`config.mk`:
```
export PLATFORM = sky130hd
export DESIGN_NAME = ouhp_host_port
export DESIGN_NICKNAME = d
export VERILOG_FILES = /design/src/ouhp_pkg.sv /design/src/ouhp_mem_if.sv /design/src/ouhp_host_port.sv /design/src/ouhp_reg_mem.sv
export SDC_FILE = /design/constraint.sdc
export NUM_CORES = 1
export LEC_CHECK = 0
export ABC_AREA = 1
export BUFFER_PORTS_ARGS = -buffer_cell sky130_fd_sc_hd__buf_2
export CAP_MARGIN = 20
export CORE_MARGIN = 4
export CORE_UTILIZATION = 40
export CTS_CLUSTER_SIZE = 8
export DETAILED_ROUTE_END_ITERATION = 7
export GPL_ROUTABILITY_DRIVEN = 0
export HOLD_SLACK_MARGIN = 0.05
export PLACE_DENSITY = 0.62
export SLEW_MARGIN = 20
export SYNTH_ARGS = -nofsm -noshare
export SYNTH_HDL_FRONTEND = slang
export SYNTH_HIERARCHICAL = 1
export SYNTH_SLANG_ARGS = --single-unit
```
`constraint.sdc`:
```
create_clock -name core_clk -period 9.13 [get_ports core_clk]
set_input_delay 0.4565 -clock core_clk [delete_from_list [all_inputs] [get_ports core_clk]]
set_output_delay 0.4565 -clock core_clk [all_outputs]
set_load 0.01 [all_outputs]
```
`src/ouhp_pkg.sv`:
```
// constants and types shared by the octal uart host bus port
//
// Behaviour
// address low nibble picks register, next three bits channel, top bit global space
// strap high: read strobe falling edge starts read, byte driven onto data bus
// strap high: write strobe falling starts write, byte stored on rising edge
// strap high: strobes only honoured while chip select is low
// strap low: write strobe pin is direction, high read, low write
// strap low: chip select is the single active-low strobe for both accesses
// combined-strobe style: system ties read strobe high, never toggles it
// all channel interrupts on one active-low open-drain shareable output
// global interrupt source register shows pending status of all eight channels
// receive input idles high in normal non-infrared operation
// feature control bit 4 inverts incoming infrared pulse before decoding
// request-to-send does auto flow or rs485 direction, chosen by feature bit 5
// terminal-ready does auto flow via enhanced bit 6, hysteresis feature bits 0-3
// clear-to-send and set-ready give auto transmit flow via enhanced bit 7
// request-to-send and terminal-ready active low, else general purpose outputs
// carrier-detect and ring-indicator active low, readable as general inputs
// data bus released whenever no read access is in progress
package ouhp_pkg;
    // ----------------------------------------------------------------
    // address layout
    // ----------------------------------------------------------------
    localparam int REG_LSB = 0;
    localparam int REG_BITS = 4;
    localparam int CHAN_LSB = 4;
    localparam int CHAN_BITS = 3;
    localparam int GLOBAL_BIT = 7;
    localparam int NUM_CHAN = 8;
    localparam int MEM_AW = 7;

    // ----------------------------------------------------------------
    // per-channel register offsets
    // ----------------------------------------------------------------
    localparam logic [3:0] OFS_MODEM_CONTROL = 4'h4;
    localparam logic [3:0] OFS_MODEM_STATUS = 4'h6;
    localparam logic [3:0] OFS_FEATURE_CONTROL = 4'h8;
    localparam logic [3:0] OFS_ENHANCED_FEATURE = 4'h9;
    // global space offsets
    localparam logic [6:0] OFS_IRQ_SOURCE = 7'h00;

    // ----------------------------------------------------------------
    // field positions
    // ----------------------------------------------------------------
    localparam int FC_HYST_LSB = 0;
    localparam int FC_HYST_BITS = 4;
    localparam int FC_IR_INVERT = 4;
    localparam int FC_RS485 = 5;
    localparam int EF_AUTO_RTS = 6;
    localparam int EF_AUTO_CTS = 7;
    localparam int MC_DTR = 0;
    localparam int MC_RTS = 1;
    localparam int MC_DTR_FLOW = 2;
    localparam int MS_CTS = 4;
    localparam int MS_DSR = 5;
    localparam int MS_RI = 6;
    localparam int MS_CD = 7;

    localparam logic [7:0] REG_RESET = 8'h00;

    // source of the byte returned by a read
    typedef enum logic [1:0] {
        SRC_MEM = 2'b00,
        SRC_MODEM = 2'b01,
        SRC_IRQ = 2'b10,
        SRC_ZERO = 2'b11
    } ouhp_src_type;
endpackage

```
`src/ouhp_mem_if.sv`:
```
// register memory access bundle between port control and storage
`timescale 1ns/100ps
interface ouhp_mem_if #(parameter int AW = 7, parameter int DW = 8);
    logic wrEn;
    logic [AW-1:0] wrAddr;
    logic [DW-1:0] wrData;
    logic rdEn;
    logic [AW-1:0] rdAddr;
    logic [DW-1:0] rdData;
    modport ctrl (output wrEn, output wrAddr, output wrData, output rdEn, output rdAddr,
                  input rdData);
    modport mem (input wrEn, input wrAddr, input wrData, input rdEn, input rdAddr,
                 output rdData);
endinterface

```
`src/ouhp_host_port.sv`:
```
// host bus port of the octal uart: decode, strobes, interrupt line, modem pins
`timescale 1ns/100ps
module ouhp_host_port
    import ouhp_pkg::*;
#(
    parameter int NCH = NUM_CHAN
) (
    input wire logic core_clk,
    input wire logic rstn,
    input wire logic busStyle,
    input wire logic [7:0] addr,
    input wire logic [7:0] dataIn,
    output logic [7:0] dataOut,
    output logic dataOe,
    input wire logic readStrobeN,
    input wire logic writeStrobeN,
    input wire logic chipSelN,
    output logic irqOut,
    output logic irqOe,
    input wire logic [NCH-1:0] chanIrq,
    input wire logic [NCH-1:0] serialIn,
    output logic [NCH-1:0] serialInDec,
    output logic [NCH-1:0] requestSendN,
    output logic [NCH-1:0] terminalReadyN,
    input wire logic [NCH-1:0] clearSendN,
    input wire logic [NCH-1:0] setReadyN,
    input wire logic [NCH-1:0] carrierDetectN,
    input wire logic [NCH-1:0] ringIndicatorN,
    input wire logic [NCH-1:0] flowReady,
    input wire logic [NCH-1:0] txActive,
    output logic [NCH-1:0] txPermit,
    output logic [NCH*FC_HYST_BITS-1:0] flowHysteresis
);
    // ----------------------------------------------------------------
    // reset release and pin synchronisers
    // ----------------------------------------------------------------
    logic [1:0] rstSync_q;
    logic rstnS;
    localparam int PW = 8 + 8 + 4 + 5 * NCH;
    logic [PW-1:0] pinMeta_q;
    logic [PW-1:0] pinSync_q;
    logic [7:0] addrS;
    logic [7:0] dataS;
    logic styleS;
    logic rdNS;
    logic wrNS;
    logic csNS;
    logic [NCH-1:0] rxS;
    logic [NCH-1:0] ctsS;
    logic [NCH-1:0] dsrS;
    logic [NCH-1:0] cdS;
    logic [NCH-1:0] riS;

    always_ff @(posedge core_clk or negedge rstn) begin
        if (!rstn) begin
            rstSync_q <= 2'b00;
        end else begin
            rstSync_q <= {rstSync_q[0], 1'b1};
        end
    end
    assign rstnS = rstSync_q[1];

    // idle levels loaded at reset so no false strobe edge appears on release
    always_ff @(posedge core_clk or negedge rstnS) begin
        if (!rstnS) begin
            pinMeta_q <= {{(PW-19){1'b1}}, 3'b111, 16'h0000};
            pinSync_q <= {{(PW-19){1'b1}}, 3'b111, 16'h0000};
        end else begin
            pinMeta_q <= {serialIn, ringIndicatorN, carrierDetectN, setReadyN, clearSendN,
                          busStyle, readStrobeN, writeStrobeN, chipSelN, dataIn, addr};
            pinSync_q <= pinMeta_q;
        end
    end
    assign {rxS, riS, cdS, dsrS, ctsS, styleS, rdNS, wrNS, csNS, dataS, addrS} = pinSync_q;

    // ----------------------------------------------------------------
    // strobe decode
    // ----------------------------------------------------------------
    logic rdAct;
    logic wrAct;
    logic rdAct_q;
    logic wrAct_q;
    logic rdStart;
    logic wrEnd;

    // separate strobes gated by chip select, or chip select as strobe with direction line
    assign rdAct = styleS ? (!csNS && !rdNS)
                          : (!csNS && wrNS);
    assign wrAct = styleS ? (!csNS && !wrNS)
                          : (!csNS && !wrNS);
    assign rdStart = rdAct && !rdAct_q;
    assign wrEnd = !wrAct && wrAct_q;

    always_ff @(posedge core_clk or negedge rstnS) begin
        if (!rstnS) begin
            rdAct_q <= 1'b0;
            wrAct_q <= 1'b0;
        end else begin
            rdAct_q <= rdAct;
            wrAct_q <= wrAct;
        end
    end

    // write address and data follow the bus while the strobe is low, last value wins
    logic [7:0] wrAddr_q;
    logic [7:0] wrData_q;
    always_ff @(posedge core_clk or negedge rstnS) begin
        if (!rstnS) begin
            wrAddr_q <= 8'h00;
            wrData_q <= 8'h00;
        end else if (wrAct) begin
            wrAddr_q <= addrS;
            wrData_q <= dataS;
        end
    end

    logic wrGlobal;
    logic [CHAN_BITS-1:0] wrChan;
    logic [REG_BITS-1:0] wrReg;
    assign wrGlobal = wrAddr_q[GLOBAL_BIT];
    assign wrChan = wrAddr_q[CHAN_LSB +: CHAN_BITS];
    assign wrReg = wrAddr_q[REG_LSB +: REG_BITS];

    // ----------------------------------------------------------------
    // register storage
    // ----------------------------------------------------------------
    ouhp_mem_if #(.AW(MEM_AW), .DW(8)) memBus ();

    assign memBus.wrEn = wrEnd && !wrGlobal;
    assign memBus.wrAddr = wrAddr_q[MEM_AW-1:0];
    assign memBus.wrData = wrData_q;
    assign memBus.rdEn = rdStart;
    assign memBus.rdAddr = addrS[MEM_AW-1:0];

    ouhp_reg_mem #(.AW(MEM_AW), .DW(8)) regMem (
        .clk(core_clk),
        .port(memBus)
    );

    // ----------------------------------------------------------------
    // per-channel control shadows and modem pin functions
    // ----------------------------------------------------------------
    logic [7:0] feature_control_reg_q [NCH];
    logic [7:0] efr_q [NCH];
    logic [7:0] mcr_q [NCH];
    logic [7:0] modemStat [NCH];
    logic [NCH-1:0] rxDec_q;
    logic [NCH-1:0] rtsN_q;
    logic [NCH-1:0] dtrN_q;
    logic [NCH-1:0] txPermit_q;
    logic [NCH*FC_HYST_BITS-1:0] hyst_q;

    genvar ch;
    generate
        for (ch = 0; ch < NCH; ch++) begin : gChan
            logic hit;
            logic flowOnDtr;
            assign hit = wrEnd && !wrGlobal && (wrChan == CHAN_BITS'(ch));
            assign flowOnDtr = mcr_q[ch][MC_DTR_FLOW];

            // shadow copies steer the pin logic without a memory read per channel
            always_ff @(posedge core_clk or negedge rstnS) begin
                if (!rstnS) begin
                    feature_control_reg_q[ch] <= REG_RESET;
                    efr_q[ch] <= REG_RESET;
                    mcr_q[ch] <= REG_RESET;
                end else if (hit) begin
                    if (wrReg == OFS_FEATURE_CONTROL) begin
                        feature_control_reg_q[ch] <= wrData_q;
                    end
                    if (wrReg == OFS_ENHANCED_FEATURE) begin
                        efr_q[ch] <= wrData_q;
                    end
                    if (wrReg == OFS_MODEM_CONTROL) begin
                        mcr_q[ch] <= wrData_q;
                    end
                end
            end

            // modem status shows the inputs as true levels, low pin reads as one
            assign modemStat[ch] = {!cdS[ch], !riS[ch], !dsrS[ch], !ctsS[ch], 4'h0};

            always_ff @(posedge core_clk or negedge rstnS) begin
                if (!rstnS) begin
                    rxDec_q[ch] <= 1'b1;
                    rtsN_q[ch] <= 1'b1;
                    dtrN_q[ch] <= 1'b1;
                    txPermit_q[ch] <= 1'b1;
                    hyst_q[ch*FC_HYST_BITS +: FC_HYST_BITS] <= 4'h0;
                end else begin
                    // normal receive passes through idle high, ir pulse optionally inverted
                    rxDec_q[ch] <= rxS[ch] ^ feature_control_reg_q[ch][FC_IR_INVERT];
                    if (feature_control_reg_q[ch][FC_RS485]) begin
                        rtsN_q[ch] <= !txActive[ch];
                    end else if (efr_q[ch][EF_AUTO_RTS] && !flowOnDtr) begin
                        rtsN_q[ch] <= !flowReady[ch];
                    end else begin
                        rtsN_q[ch] <= !mcr_q[ch][MC_RTS];
                    end
                    if (efr_q[ch][EF_AUTO_RTS] && flowOnDtr) begin
                        dtrN_q[ch] <= !flowReady[ch];
                    end else begin
                        dtrN_q[ch] <= !mcr_q[ch][MC_DTR];
                    end
                    // transmit waits for the partner's active-low ready when enabled
                    txPermit_q[ch] <= !efr_q[ch][EF_AUTO_CTS] ||
                                      (flowOnDtr ? !dsrS[ch] : !ctsS[ch]);
                    hyst_q[ch*FC_HYST_BITS +: FC_HYST_BITS] <=
                        feature_control_reg_q[ch][FC_HYST_LSB +: FC_HYST_BITS];
                end
            end
        end
    endgenerate

    // ----------------------------------------------------------------
    // read path and data bus drive
    // ----------------------------------------------------------------
    ouhp_src_type src_q;
    logic [CHAN_BITS-1:0] rdChan_q;
    logic rdPend_q;
    logic [7:0] dataOut_q;
    logic dataOe_q;

    // the source is chosen at the strobe edge so a moving address cannot tear the byte
    always_ff @(posedge core_clk or negedge rstnS) begin
        if (!rstnS) begin
            src_q <= SRC_ZERO;
            rdChan_q <= '0;
            rdPend_q <= 1'b0;
        end else begin
            rdPend_q <= rdStart;
            if (rdStart) begin
                rdChan_q <= addrS[CHAN_LSB +: CHAN_BITS];
                if (addrS[GLOBAL_BIT]) begin
                    src_q <= (addrS[GLOBAL_BIT-1:0] == OFS_IRQ_SOURCE) ?
                             SRC_IRQ : SRC_ZERO;
                end else if (addrS[REG_LSB +: REG_BITS] == OFS_MODEM_STATUS) begin
                    src_q <= SRC_MODEM;
                end else begin
                    src_q <= SRC_MEM;
                end
            end
        end
    end

    // enable rises with the byte, two cycles after the detected edge, and drops with the strobe
    always_ff @(posedge core_clk or negedge rstnS) begin
        if (!rstnS) begin
            dataOut_q <= 8'h00;
            dataOe_q <= 1'b0;
        end else begin
            if (rdPend_q) begin
                case (src_q)
                    SRC_MEM: dataOut_q <= memBus.rdData;
                    SRC_MODEM: dataOut_q <= modemStat[rdChan_q];
                    SRC_IRQ: dataOut_q <= 8'(chanIrq);
                    default: dataOut_q <= 8'h00;
                endcase
            end
            dataOe_q <= rdAct && (dataOe_q || rdPend_q);
        end
    end

    // ----------------------------------------------------------------
    // shared interrupt line
    // ----------------------------------------------------------------
    logic irqOe_q;
    logic irqOut_q;
    always_ff @(posedge core_clk or negedge rstnS) begin
        if (!rstnS) begin
            irqOe_q <= 1'b0;
            irqOut_q <= 1'b0;
        end else begin
            irqOe_q <= |chanIrq;
            irqOut_q <= 1'b0;
        end
    end

    assign dataOut = dataOut_q;
    assign dataOe = dataOe_q;
    assign irqOut = irqOut_q;
    assign irqOe = irqOe_q;
    assign serialInDec = rxDec_q;
    assign requestSendN = rtsN_q;
    assign terminalReadyN = dtrN_q;
    assign txPermit = txPermit_q;
    assign flowHysteresis = hyst_q;
endmodule

```
`src/ouhp_reg_mem.sv`:
```
// per-channel register storage with registered read data
`timescale 1ns/100ps
module ouhp_reg_mem
    import ouhp_pkg::*;
#(
    parameter int AW = 7,
    parameter int DW = 8
) (
    input wire logic clk,
    ouhp_mem_if.mem port
);
    logic [DW-1:0] store [0:(1<<AW)-1];
    logic [DW-1:0] rdData_q;

    // no reset on the array so it maps to plain ram
    always_ff @(posedge clk) begin
        if (port.wrEn) begin
            store[port.wrAddr] <= port.wrData;
        end
    end

    always_ff @(posedge clk) begin
        if (port.rdEn) begin
            rdData_q <= store[port.rdAddr];
        end
    end

    assign port.rdData = rdData_q;
endmodule

```
==> Word level (Yosys, flattened, before mapping) <==
Memory sizes are Yosys's and may differ from the RTL's. A register that Yosys moved wholly into a read port is not among the register bits.
Index checks and enable logic that the tools add are counted.
{ "word_totals": {"out_inout_bits": 75, "latch_bits": 0, "mem_count": 1, "mem_bits_ro": 0, "ff_bits": 356, "mem_bits_rw": 1024} }
{ "classes": {"shift": 0, "eq_ne": 13, "reduce_logical": 154, "bitwise_logic": 9, "multipliers": 0, "n_addsub": 0, "order_cmp": 1, "n_div": 0, "muxes": 42} }
{ "mem_list": {"columns": ["name", "words", "width", "read_ports", "rd_clocked_by_memory_dff", "write_ports", "line", "source"], "rows": [
  ["regMem.store", 128, 8, 1, 1, 1, "ouhp_reg_mem.sv:12", "logic [DW-1:0] store [0:(1<<AW)-1];"]
]} }
{ "op_table": {"columns": ["op", "n"], "rows": [
  ["$logic_not A1 Y1", 86],
  ["$reduce_and A2 Y1", 24],
  ["$mux W1", 37],
  ["$logic_and A1 B1 Y1", 31],
  ["$bmux W8 S3", 1],
  ["$pmux W8 S3", 1],
  ["$mux W8", 2],
  ["$eq A3 B3 Y1 const B", 4],
  ["$logic_or A1 B1 Y1", 9],
  ["$eq A4 B3 Y1 const B", 2],
  ["$eq A4 B4 Y1 const B", 2],
  ["$reduce_or A8 Y1", 1],
  ["$xor A1 B1 Y1", 8],
  ["$logic_not A7 Y1", 1],
  ["$eq A3 B2 Y1 const B", 2],
  ["$ge A4 B4 Y1 const B", 1],
  ["$not A3 Y4", 1],
  ["$eq A3 B1 Y1 const B", 1],
  ["$logic_not A3 Y1", 1],
  ["$eq A2 B1 Y1 const B", 1],
  ["$eq A2 B2 Y1 const B", 1],
  ["$logic_not A2 Y1", 1],
  ["$mux W2", 1]
]} }

==> Depth between registers and ports, before layout <==
Gate-level depths: netlist (run 1).
{ "depth": {"ltp_word": 7, "ltp_mapped": 14, "depth_no_buf": 11} }

==> Cells and area by module <==
Netlist (run 1), hierarchy kept.
{ "modules_own_cells": {"columns": ["module", "instances", "cells_per_inst", "seq_area_each_um2", "area_per_inst_um2"], "rows": [
  ["ouhp_reg_mem", 1, 3575, 30989.7, 42184.2],
  ["ouhp_host_port", 1, 841, 7860.0, 10317.4]
]} }

==> Least setup slack after synthesis (run 1) <==
OpenSTA, ideal clock, no wires.
{ "synth_timing": {"kind": "register to register", "startpoint": "register wrData_q[2] (netlist: memBus.wrData[2])", "endpoint": "register mcr_q (netlist bit gChan[0].flowOnDtr)", "arrival_ps": 2533, "period_less_slack_ps": 2615, "required_ps": 9047, "setup_time_ps": 83, "setup_slack_ps": 6515, "path_buffers": 1, "path_stages_with_launch": 4, "cell_sequence": "dfrtp_1 > inv_1 > clkbuf_1 > o21ai_0"} }
{ "synth_lines": {"columns": ["item", "line", "source"], "rows": [
  ["start, declared", "ouhp_host_port.sv:106", "logic [7:0] wrData_q;"],
  ["start signal, assigned", "ouhp_host_port.sv:113", "wrData_q <= dataS;"],
  ["end signal, assigned by index", "ouhp_host_port.sv:175", "mcr_q[ch] <= wrData_q;"],
  ["end, declared", "ouhp_host_port.sv:145", "logic [7:0] mcr_q [NCH];"]
]} }
No word-level cell between the ends.

==> flow_metrics.env, run 1 <==
export IMPL_status="completed"
export IMPL_antenna_found_initial=3
export IMPL_wire_per_inst_um=21.79
export IMPL_synth_top_family_by_area="simple AND/OR/NAND/NOR gates"
export IMPL_fin_skew_ns=0.03534
export IMPL_synthTopCellsByArea="edfxtp_1 (59%), nand2_1 (10%), nand3_1 (9.5%), dfrtp_1 (8.9%), dfstp_2 (6.1%)"
export IMPL_clkPwrFrac_pct=43.9
export IMPL_power_frac_comb_pct=6.1
export IMPL_stdcell_count=6448
export IMPL_port_buffers=159
export IMPL_drive_gt1_share_pct=11.76
export IMPL_synth_compound_area_share_pct=1.368
export IMPL_clkTransAtPathRegs_ns=0.05
export IMPL_final_cell_area_um2=60500
export IMPL_final_nets=4723
export IMPL_synthesis_nets=4502
export IMPL_fin_ws_ns=4.916
export IMPL_drt_first_pass_iters=6
export IMPL_row_count=132
export IMPL_clk_latency_ns=0.77
export IMPL_drt_wl_total_mm=140.5
export IMPL_ys_ff_latch=1340
export IMPL_syn_cell_area_um2=52500
export IMPL_hold_worst_slack_ns=0.1357
export IMPL_required_ns=9.77
export IMPL_post_route_min_period_ns=4.214
export IMPL_hp_class="input pin to register"
export IMPL_ioPinCount=161
export IMPL_rsz0062_at_grt="false"
export IMPL_post_route_util_pct=46.55
export IMPL_relSlewSlack_pct=28.22
export IMPL_crit_type="register to register"
export IMPL_syn_area_per_cell_um2=11.89
export IMPL_netSwitchingFraction_pct=23.41
export IMPL_grt_first_pass_wirelength_mm=210.6
export IMPL_tightest_slew_ns=1.077
export IMPL_hpwl_mm=81.06
export IMPL_clock_fmax_ghz=0.2373
export IMPL_synth_cells=4416
export IMPL_initialDrtViolationCount=4189
export IMPL_cpMaxStageDelayCell="dfrtp_4"
export IMPL_dp_cells=6105
export IMPL_setup_tns_ns=0
export IMPL_ctsHtreeMaxLevel=4
export IMPL_slew_violations=0
export IMPL_critPathMaxStageDelay_ns=0.84
export IMPL_maxCapViolCount=0
export IMPL_cts_root_buf="clkbuf_16"
export IMPL_cts_repair_resized=0
export IMPL_power_density_nw_per_um2=231.5
export IMPL_numCtsBuffers=186
export IMPL_area_growth_pct=15.24
export IMPL_arrival_ns=4.85
export IMPL_regArea_um2=38900
export IMPL_cp_max_fo=201
export IMPL_drtAntennaViolNets=0
export IMPL_synth_area_leader_cell="edfxtp_1"
export IMPL_synth_top_area_share_pct=59.03
export IMPL_grt_usage_pct=20.15
export IMPL_cts_tree="done"
export IMPL_worstSetupEndpointType="register"
export IMPL_yosysWarnings=6
export IMPL_core_um2=130000
export IMPL_synthAdderAreaFrac_pct=0
export IMPL_viasPerCell=5.317
export IMPL_die_area_um2=137100
export IMPL_fillers=11420
export IMPL_p_sw_mw=3.278
export IMPL_postCtsSetupBuffers=0
export IMPL_period_share_pct=46.15
export IMPL_peakVddDrop_v=0.0001498
export IMPL_cts_sinks=1340
export IMPL_fp_dieH_um=370.3
export IMPL_cellLeakagePower_nw=22.54
export IMPL_cp_common_cell="nand2_1"
export IMPL_first_global_vias=33070
export IMPL_worstPathCellList="buf_12 > buf_4 > buf_4 > nand2_1 > nand3_1 > nand3_1 > nand3_1 > nand2_1 > nand2_1 > nand3_1 > nand2_1 > nand2_1 > nand2_1"
export IMPL_drc=0
export IMPL_place_ws_ns=5.022
export IMPL_hold_viol_final=0
export IMPL_multi_input_area_um2=11940
export IMPL_synth_cell_types=30
export IMPL_ys_seq_area_share_pct=74.00
export IMPL_total_power_mw=14.00
export IMPL_overflow=0
export IMPL_die_x_um=370.3
export IMPL_yosys_area_share_simple_pct=21.08
export IMPL_dr_total_vias=34280
export IMPL_postPlaceCellArea_um2=54450
export IMPL_grt_max_degree=271
export IMPL_p_seq_share_pct=49.9
export IMPL_initial_core_util_pct=40.39
export IMPL_finalSetupViolCount=0
export IMPL_clk_path_buf_depth=3
export IMPL_synth_xor_area_share_pct=0.1335
export IMPL_p_int_mw=10.73
export IMPL_startpoint_type="register"
export IMPL_yosys_mux_area_fraction_pct=0.1525
logic make-up after synthesis:
logic type                Yosys count
AOI/OAI and AO/OA                 138
and+or+nand+nor                  2596
other                               2
xor gates and xnor gates            8
DFF                              1340
buffers and inverters             324
muxes                               8
layer usage:
metal	up-vias	GRT usage [%]	share of wire [%]	wire length [um]
met1	16900	27.62	41	57510
met4	0	7.469	3.1	4395
li1	15730	-	-	-
met2	1417	32.57	48	68130
met3	240	3.167	7.4	10470
met5	-	0	0	0
critical path, delay by kind of cell (launching register included):
family	cells	cell delay [ns]
simple gates	10	0.95
buf+inv	3	2.03
flops	1	0.84
Yosys cell counts:
cell      instances
nand2_1        1429
edfxtp_1       1032
nand3_1         994
dfrtp_1         186
nor2_1          155
buf_2           134
dfstp_2         122
o21ai_0          73
inv_1            62
o21ai_1          51
clkbuf_1         43
buf_4            41
buf_6            22
buf_1            14
nor3_1           10
mux2i_1           8
o21a_1            8
xor2_1            8
a31oi_1           4
clkinv_1          4
inv_2             3
nor3_4            3
conb_1            2
nand2_2           2
a21oi_1           1
inv_8             1
nor2_2            1
nor4_1            1
nor4_4            1
o31ai_1           1
worst paths after layout:
| kind | startpoint | endpoint | slack [ns] | cells past startpoint |
|---|---|---|---|---|
| max | pinSync_q[0] | regMem/port.rdData[1] | 4.92 | 13 |
| min in group asynchronous | rstSync_q[1] | feature_control_reg_q[28] | 0.50 | 1 |
| max reg2reg | pinSync_q[0] | regMem/port.rdData[1] | 4.92 | 13 |
| min | chanIrq[4] | dataOut[4] | 0.14 | 7 |
| max in group asynchronous | rstSync_q[1] | gChan[7].flowOnDtr | 7.12 | 2 |
| min reg2reg | pinMeta_q[39] | pinSync_q[39] | 0.34 | 0 |
sequential cells by signal, summed over array words and instances, names as in the netlist, 3 cells and up:
name and cells:
memBus.wrData 8, pinMeta_q 60, mcr_q 16, terminalReadyN 8
dataOut 8, rdChan_q 3, efr_q 16, gChan.flowOnDtr 8
txPermit 8, wrAddr_q 8, feature_control_reg_q 48, regMem/store 1024
flowHysteresis 32, regMem/port.rdData 8, serialInDec 8, pinSync_q 60
requestSendN 8
power by group through the flow:
| stage | Clock [mW] | Combinational, mW | Sequential [mW] |
|---|---|---|---|
| floorplan | 0 | 0.453 | 7.08 |
| CTS | 6.26 | 0.851 | 6.99 |
| finish | 6.15 | 0.857 | 6.99 |
| global placement | 0 | 0.812 | 7.10 |
| global route | 6.56 | 0.938 | 7.00 |
| detailed placement | 0 | 0.820 | 7.10 |
final cells by class:
type,instances,share of cell area (%)
inverters,70,0.4798
well taps,1742,3.603
multi-input cells,2752,19.74
clock inverters,16,0.5108
repair buffers,287,3.330
diodes,2,0.008272
flip-flops and latches,1340,64.29
clock buffers,239,8.038
layout by cell type, fill, tap and decap left out, drive strengths merged, types with 2 or more instances in the layout:
master / count
dfstp: 122
o21ai: 124
nor2: 156
mux2i: 8
nor3: 13
dfrtp: 186
inv: 68
dlygate4sd3: 85
clkinv: 18
a31oi: 4
edfxtp: 1032
clkbuf: 239
buf: 202
diode: 2
nand3: 994
nor4: 2
o21a: 8
conb: 2
xor2: 8
nand2: 1431
what timing repair did:
| action | 4_1_cts | 5_1_grt |
|---|---|---|
| setup endpoints to repair | 0 | 0 |
| hold buffers | 85 | 0 |
| endpoints found under the hold margin | 83 | 0 |
Power figures use the tool's default switching activity.
==> run 2, diff against run 1 <==
PLACE_DENSITY = 0.6   (was 0.62)
clock period = 4.2 ns   (was 9.13 ns; I/O delays follow)
==> run 2 against run 1 <==
Sequential cell count unchanged. Sequential power up 120%. Via count up 1.0%. Critical path depth unchanged. Clock-buffer cell count down 2. Wire length up 1.7%. Final cell count up 1.2%. Maximum frequency up 44%. Critical path type unchanged. Highest routed layer unchanged.
==> flow_metrics.env, run 2 (same netlist as run 1, synthesis figures left out) <==
export IMPL_drive_gt1_share_pct=12.14
export IMPL_cts_sinks=1340
export IMPL_fin_ws_ns=1.277
export IMPL_p_int_mw=23.45
export IMPL_first_global_vias=33590
export IMPL_row_count=132
export IMPL_finalSetupViolCount=0
export IMPL_r2r_end="regMem/port.rdData[5]"
export IMPL_drtAntennaViolNets=0
export IMPL_power_density_nw_per_um2=499.3
export IMPL_power_frac_comb_pct=6.5
export IMPL_hpwl_mm=80.87
export IMPL_clk_path_buf_depth=3
export IMPL_layout_commonest_cell="nand2_1"
export IMPL_ctsHtreeMaxLevel=4
export IMPL_r2r_slack_ns=1.28
export IMPL_core_um2=130000
export IMPL_antenna_found_initial=1
export IMPL_top_register="regMem/store"
export IMPL_startpoint_type="register"
export IMPL_cts_tree="done"
export IMPL_die_area_um2=137100
export IMPL_final_nets=4803
export IMPL_min_path_cells=3
export IMPL_clk_latency_ns=0.79
export IMPL_holdPathEnd="terminalReadyN[7]"
export IMPL_worstHoldStart="flowReady[7]"
export IMPL_port_buffers=159
export IMPL_clkPwrFrac_pct=44.1
export IMPL_largest_registers="regMem/store: 1024 flops, pinMeta_q: 60 flops, pinSync_q: 60 flops"
export IMPL_total_power_mw=30.66
export IMPL_clock_fmax_ghz=0.3421
export IMPL_hold_viol_final=0
export IMPL_die_x_um=370.3
export IMPL_slew_violations=0
export IMPL_hold_worst_slack_ns=0.1124
export IMPL_initialDrtViolationCount=3903
export IMPL_post_route_min_period_ns=2.923
export IMPL_viasPerCell=5.306
export IMPL_initial_core_util_pct=40.39
export IMPL_stdcell_count=6526
export IMPL_netSwitchingFraction_pct=23.50
export IMPL_grt_usage_pct=20.65
export IMPL_area_growth_pct=16.96
export IMPL_grt_first_pass_wirelength_mm=215.0
export IMPL_arrival_ns=3.57
export IMPL_fp_dieH_um=370.3
export IMPL_peakVddDrop_v=0.0003177
export IMPL_fin_skew_ns=0.03352
export IMPL_wire_per_inst_um=21.90
export IMPL_dp_cells=6134
export IMPL_rr_startpoint="pinSync_q[0]"
export IMPL_setup_tns_ns=0
export IMPL_antennaDiodeCount=0
export IMPL_tightest_slew_ns=1.092
export IMPL_drc=0
export IMPL_cp_max_fo=122
export IMPL_grt_max_degree=171
export IMPL_final_cell_mix="nand2_1 (1,429), edfxtp_1 (1,032), nand3_1 (994), clkbuf_16 (187), dfrtp_1 (173)"
export IMPL_period_share_pct=69.60
export IMPL_drt_first_pass_iters=5
export IMPL_status="completed"
export IMPL_maxCapViolCount=0
export IMPL_drt_wl_total_mm=142.9
export IMPL_dr_total_vias=34630
export IMPL_cellLeakagePower_nw=22.98
export IMPL_hp_class="input pin to register"
export IMPL_p_sw_mw=7.205
export IMPL_worstSetupEndpointType="register"
export IMPL_largest_reg_flops=1024
export IMPL_r2r_cells=13
export IMPL_ioPinCount=161
export IMPL_relSlewSlack_pct=26.77
export IMPL_clkTransAtPathRegs_ns=0.05
export IMPL_overflow=0
export IMPL_crit_type="register to register"
export IMPL_rsz0062_at_grt="false"
export IMPL_required_ns=4.85
export IMPL_numCtsBuffers=186
export IMPL_cts_root_buf="clkbuf_16"
export IMPL_p_seq_share_pct=49.4
export IMPL_place_ws_ns=1.299
export IMPL_cts_repair_resized=0
## run 2: cell types whose count changed in the layout (fill, tap and decap cells not counted), moves of 2 or more
cell | previous run | this run
clkbuf_1 | 52 | 50
inv_16 | 3 | 7
clkinv_16 | 5 | 3
buf_12 | 2 | 17
buf_4 | 40 | 54
clkinv_8 | 6 | 3
diode_2 | 2 | 0
dlygate4sd3_1 | 85 | 137
## run 2: worst max-delay path by stage
stage / depth (start not counted) / end / from
floorplan: 0 / dataOe / rstSync_q[1]
detailed placement: 13 / regMem/port.rdData[5] / pinSync_q[0]
CTS: 13 / regMem/port.rdData[5] / pinSync_q[0]
global placement: 13 / regMem/port.rdData[5] / pinSync_q[0]
finish: 13 / regMem/port.rdData[5] / pinSync_q[0]
global route: 13 / regMem/port.rdData[5] / pinSync_q[0]
## run 2: critical path, stage by stage, from the launching register on
cell and delay [ns]:
dfrtp_4 0.69, inv_16 0.44, buf_12 0.31, buf_4 0.29
nand2_1 0.08, nand3_1 0.12, nand3_1 0.09, nand3_1 0.09
nand2_1 0.16, nand2_1 0.10, nand3_1 0.13, nand2_1 0.10
nand2_1 0.06, nand2_1 0.09
## run 2: area by class of cell
cell class                 instances  area, um^2
sequential                      1340       38900
tap                             1742        2180
multi-input combinational       2752       11940
timing repair buffer             367        2913
clock buffer                     237        4867
clock inverter                    18       320.3
fill                           11510       68570
inverter                          70       289.0
## run 2: per-stage QoR
| step | utilization, % | area (um^2) |
|---|---|---|
| 2_1_floorplan | - | 52510 |
| 3_3_place_gp | 42.20 | 54850 |
| 3_5_place_dp | 42.20 | 54850 |
| 4_1_cts | 47.24 | 61410 |
| 5_1_grt | 47.24 | 61410 |
| 6_report | 47.24 | 61410 |
## run 2: timing repair
action                     4_1_cts  5_1_grt
setup endpoints to repair        0        0
buffers inserted                 0        0
hold endpoints to repair        87        0
hold buffers                   137        0
## run 2: layer usage
layer  global-route usage (%)  routed length (um)  share of wire (%)  vias up
li1                         -                   -                  -    15900
met4                    8.217                5163                3.6        0
met2                    32.56               67900                 48     1431
met5                        0                   0                  0        -
met1                    28.50               58900                 41    17020
met3                    3.683               10960                7.7      279
## run 2: power by group through the flow
stage,Combinational (mW),Clock [mW],Sequential [mW]
2_1_floorplan,0.984,0,15.4
3_3_place_gp,1.88,0,15.4
3_5_place_dp,1.90,0,15.4
4_1_cts,2.00,13.8,15.1
5_1_grt,2.19,14.4,15.2
6_report,2.00,13.5,15.1
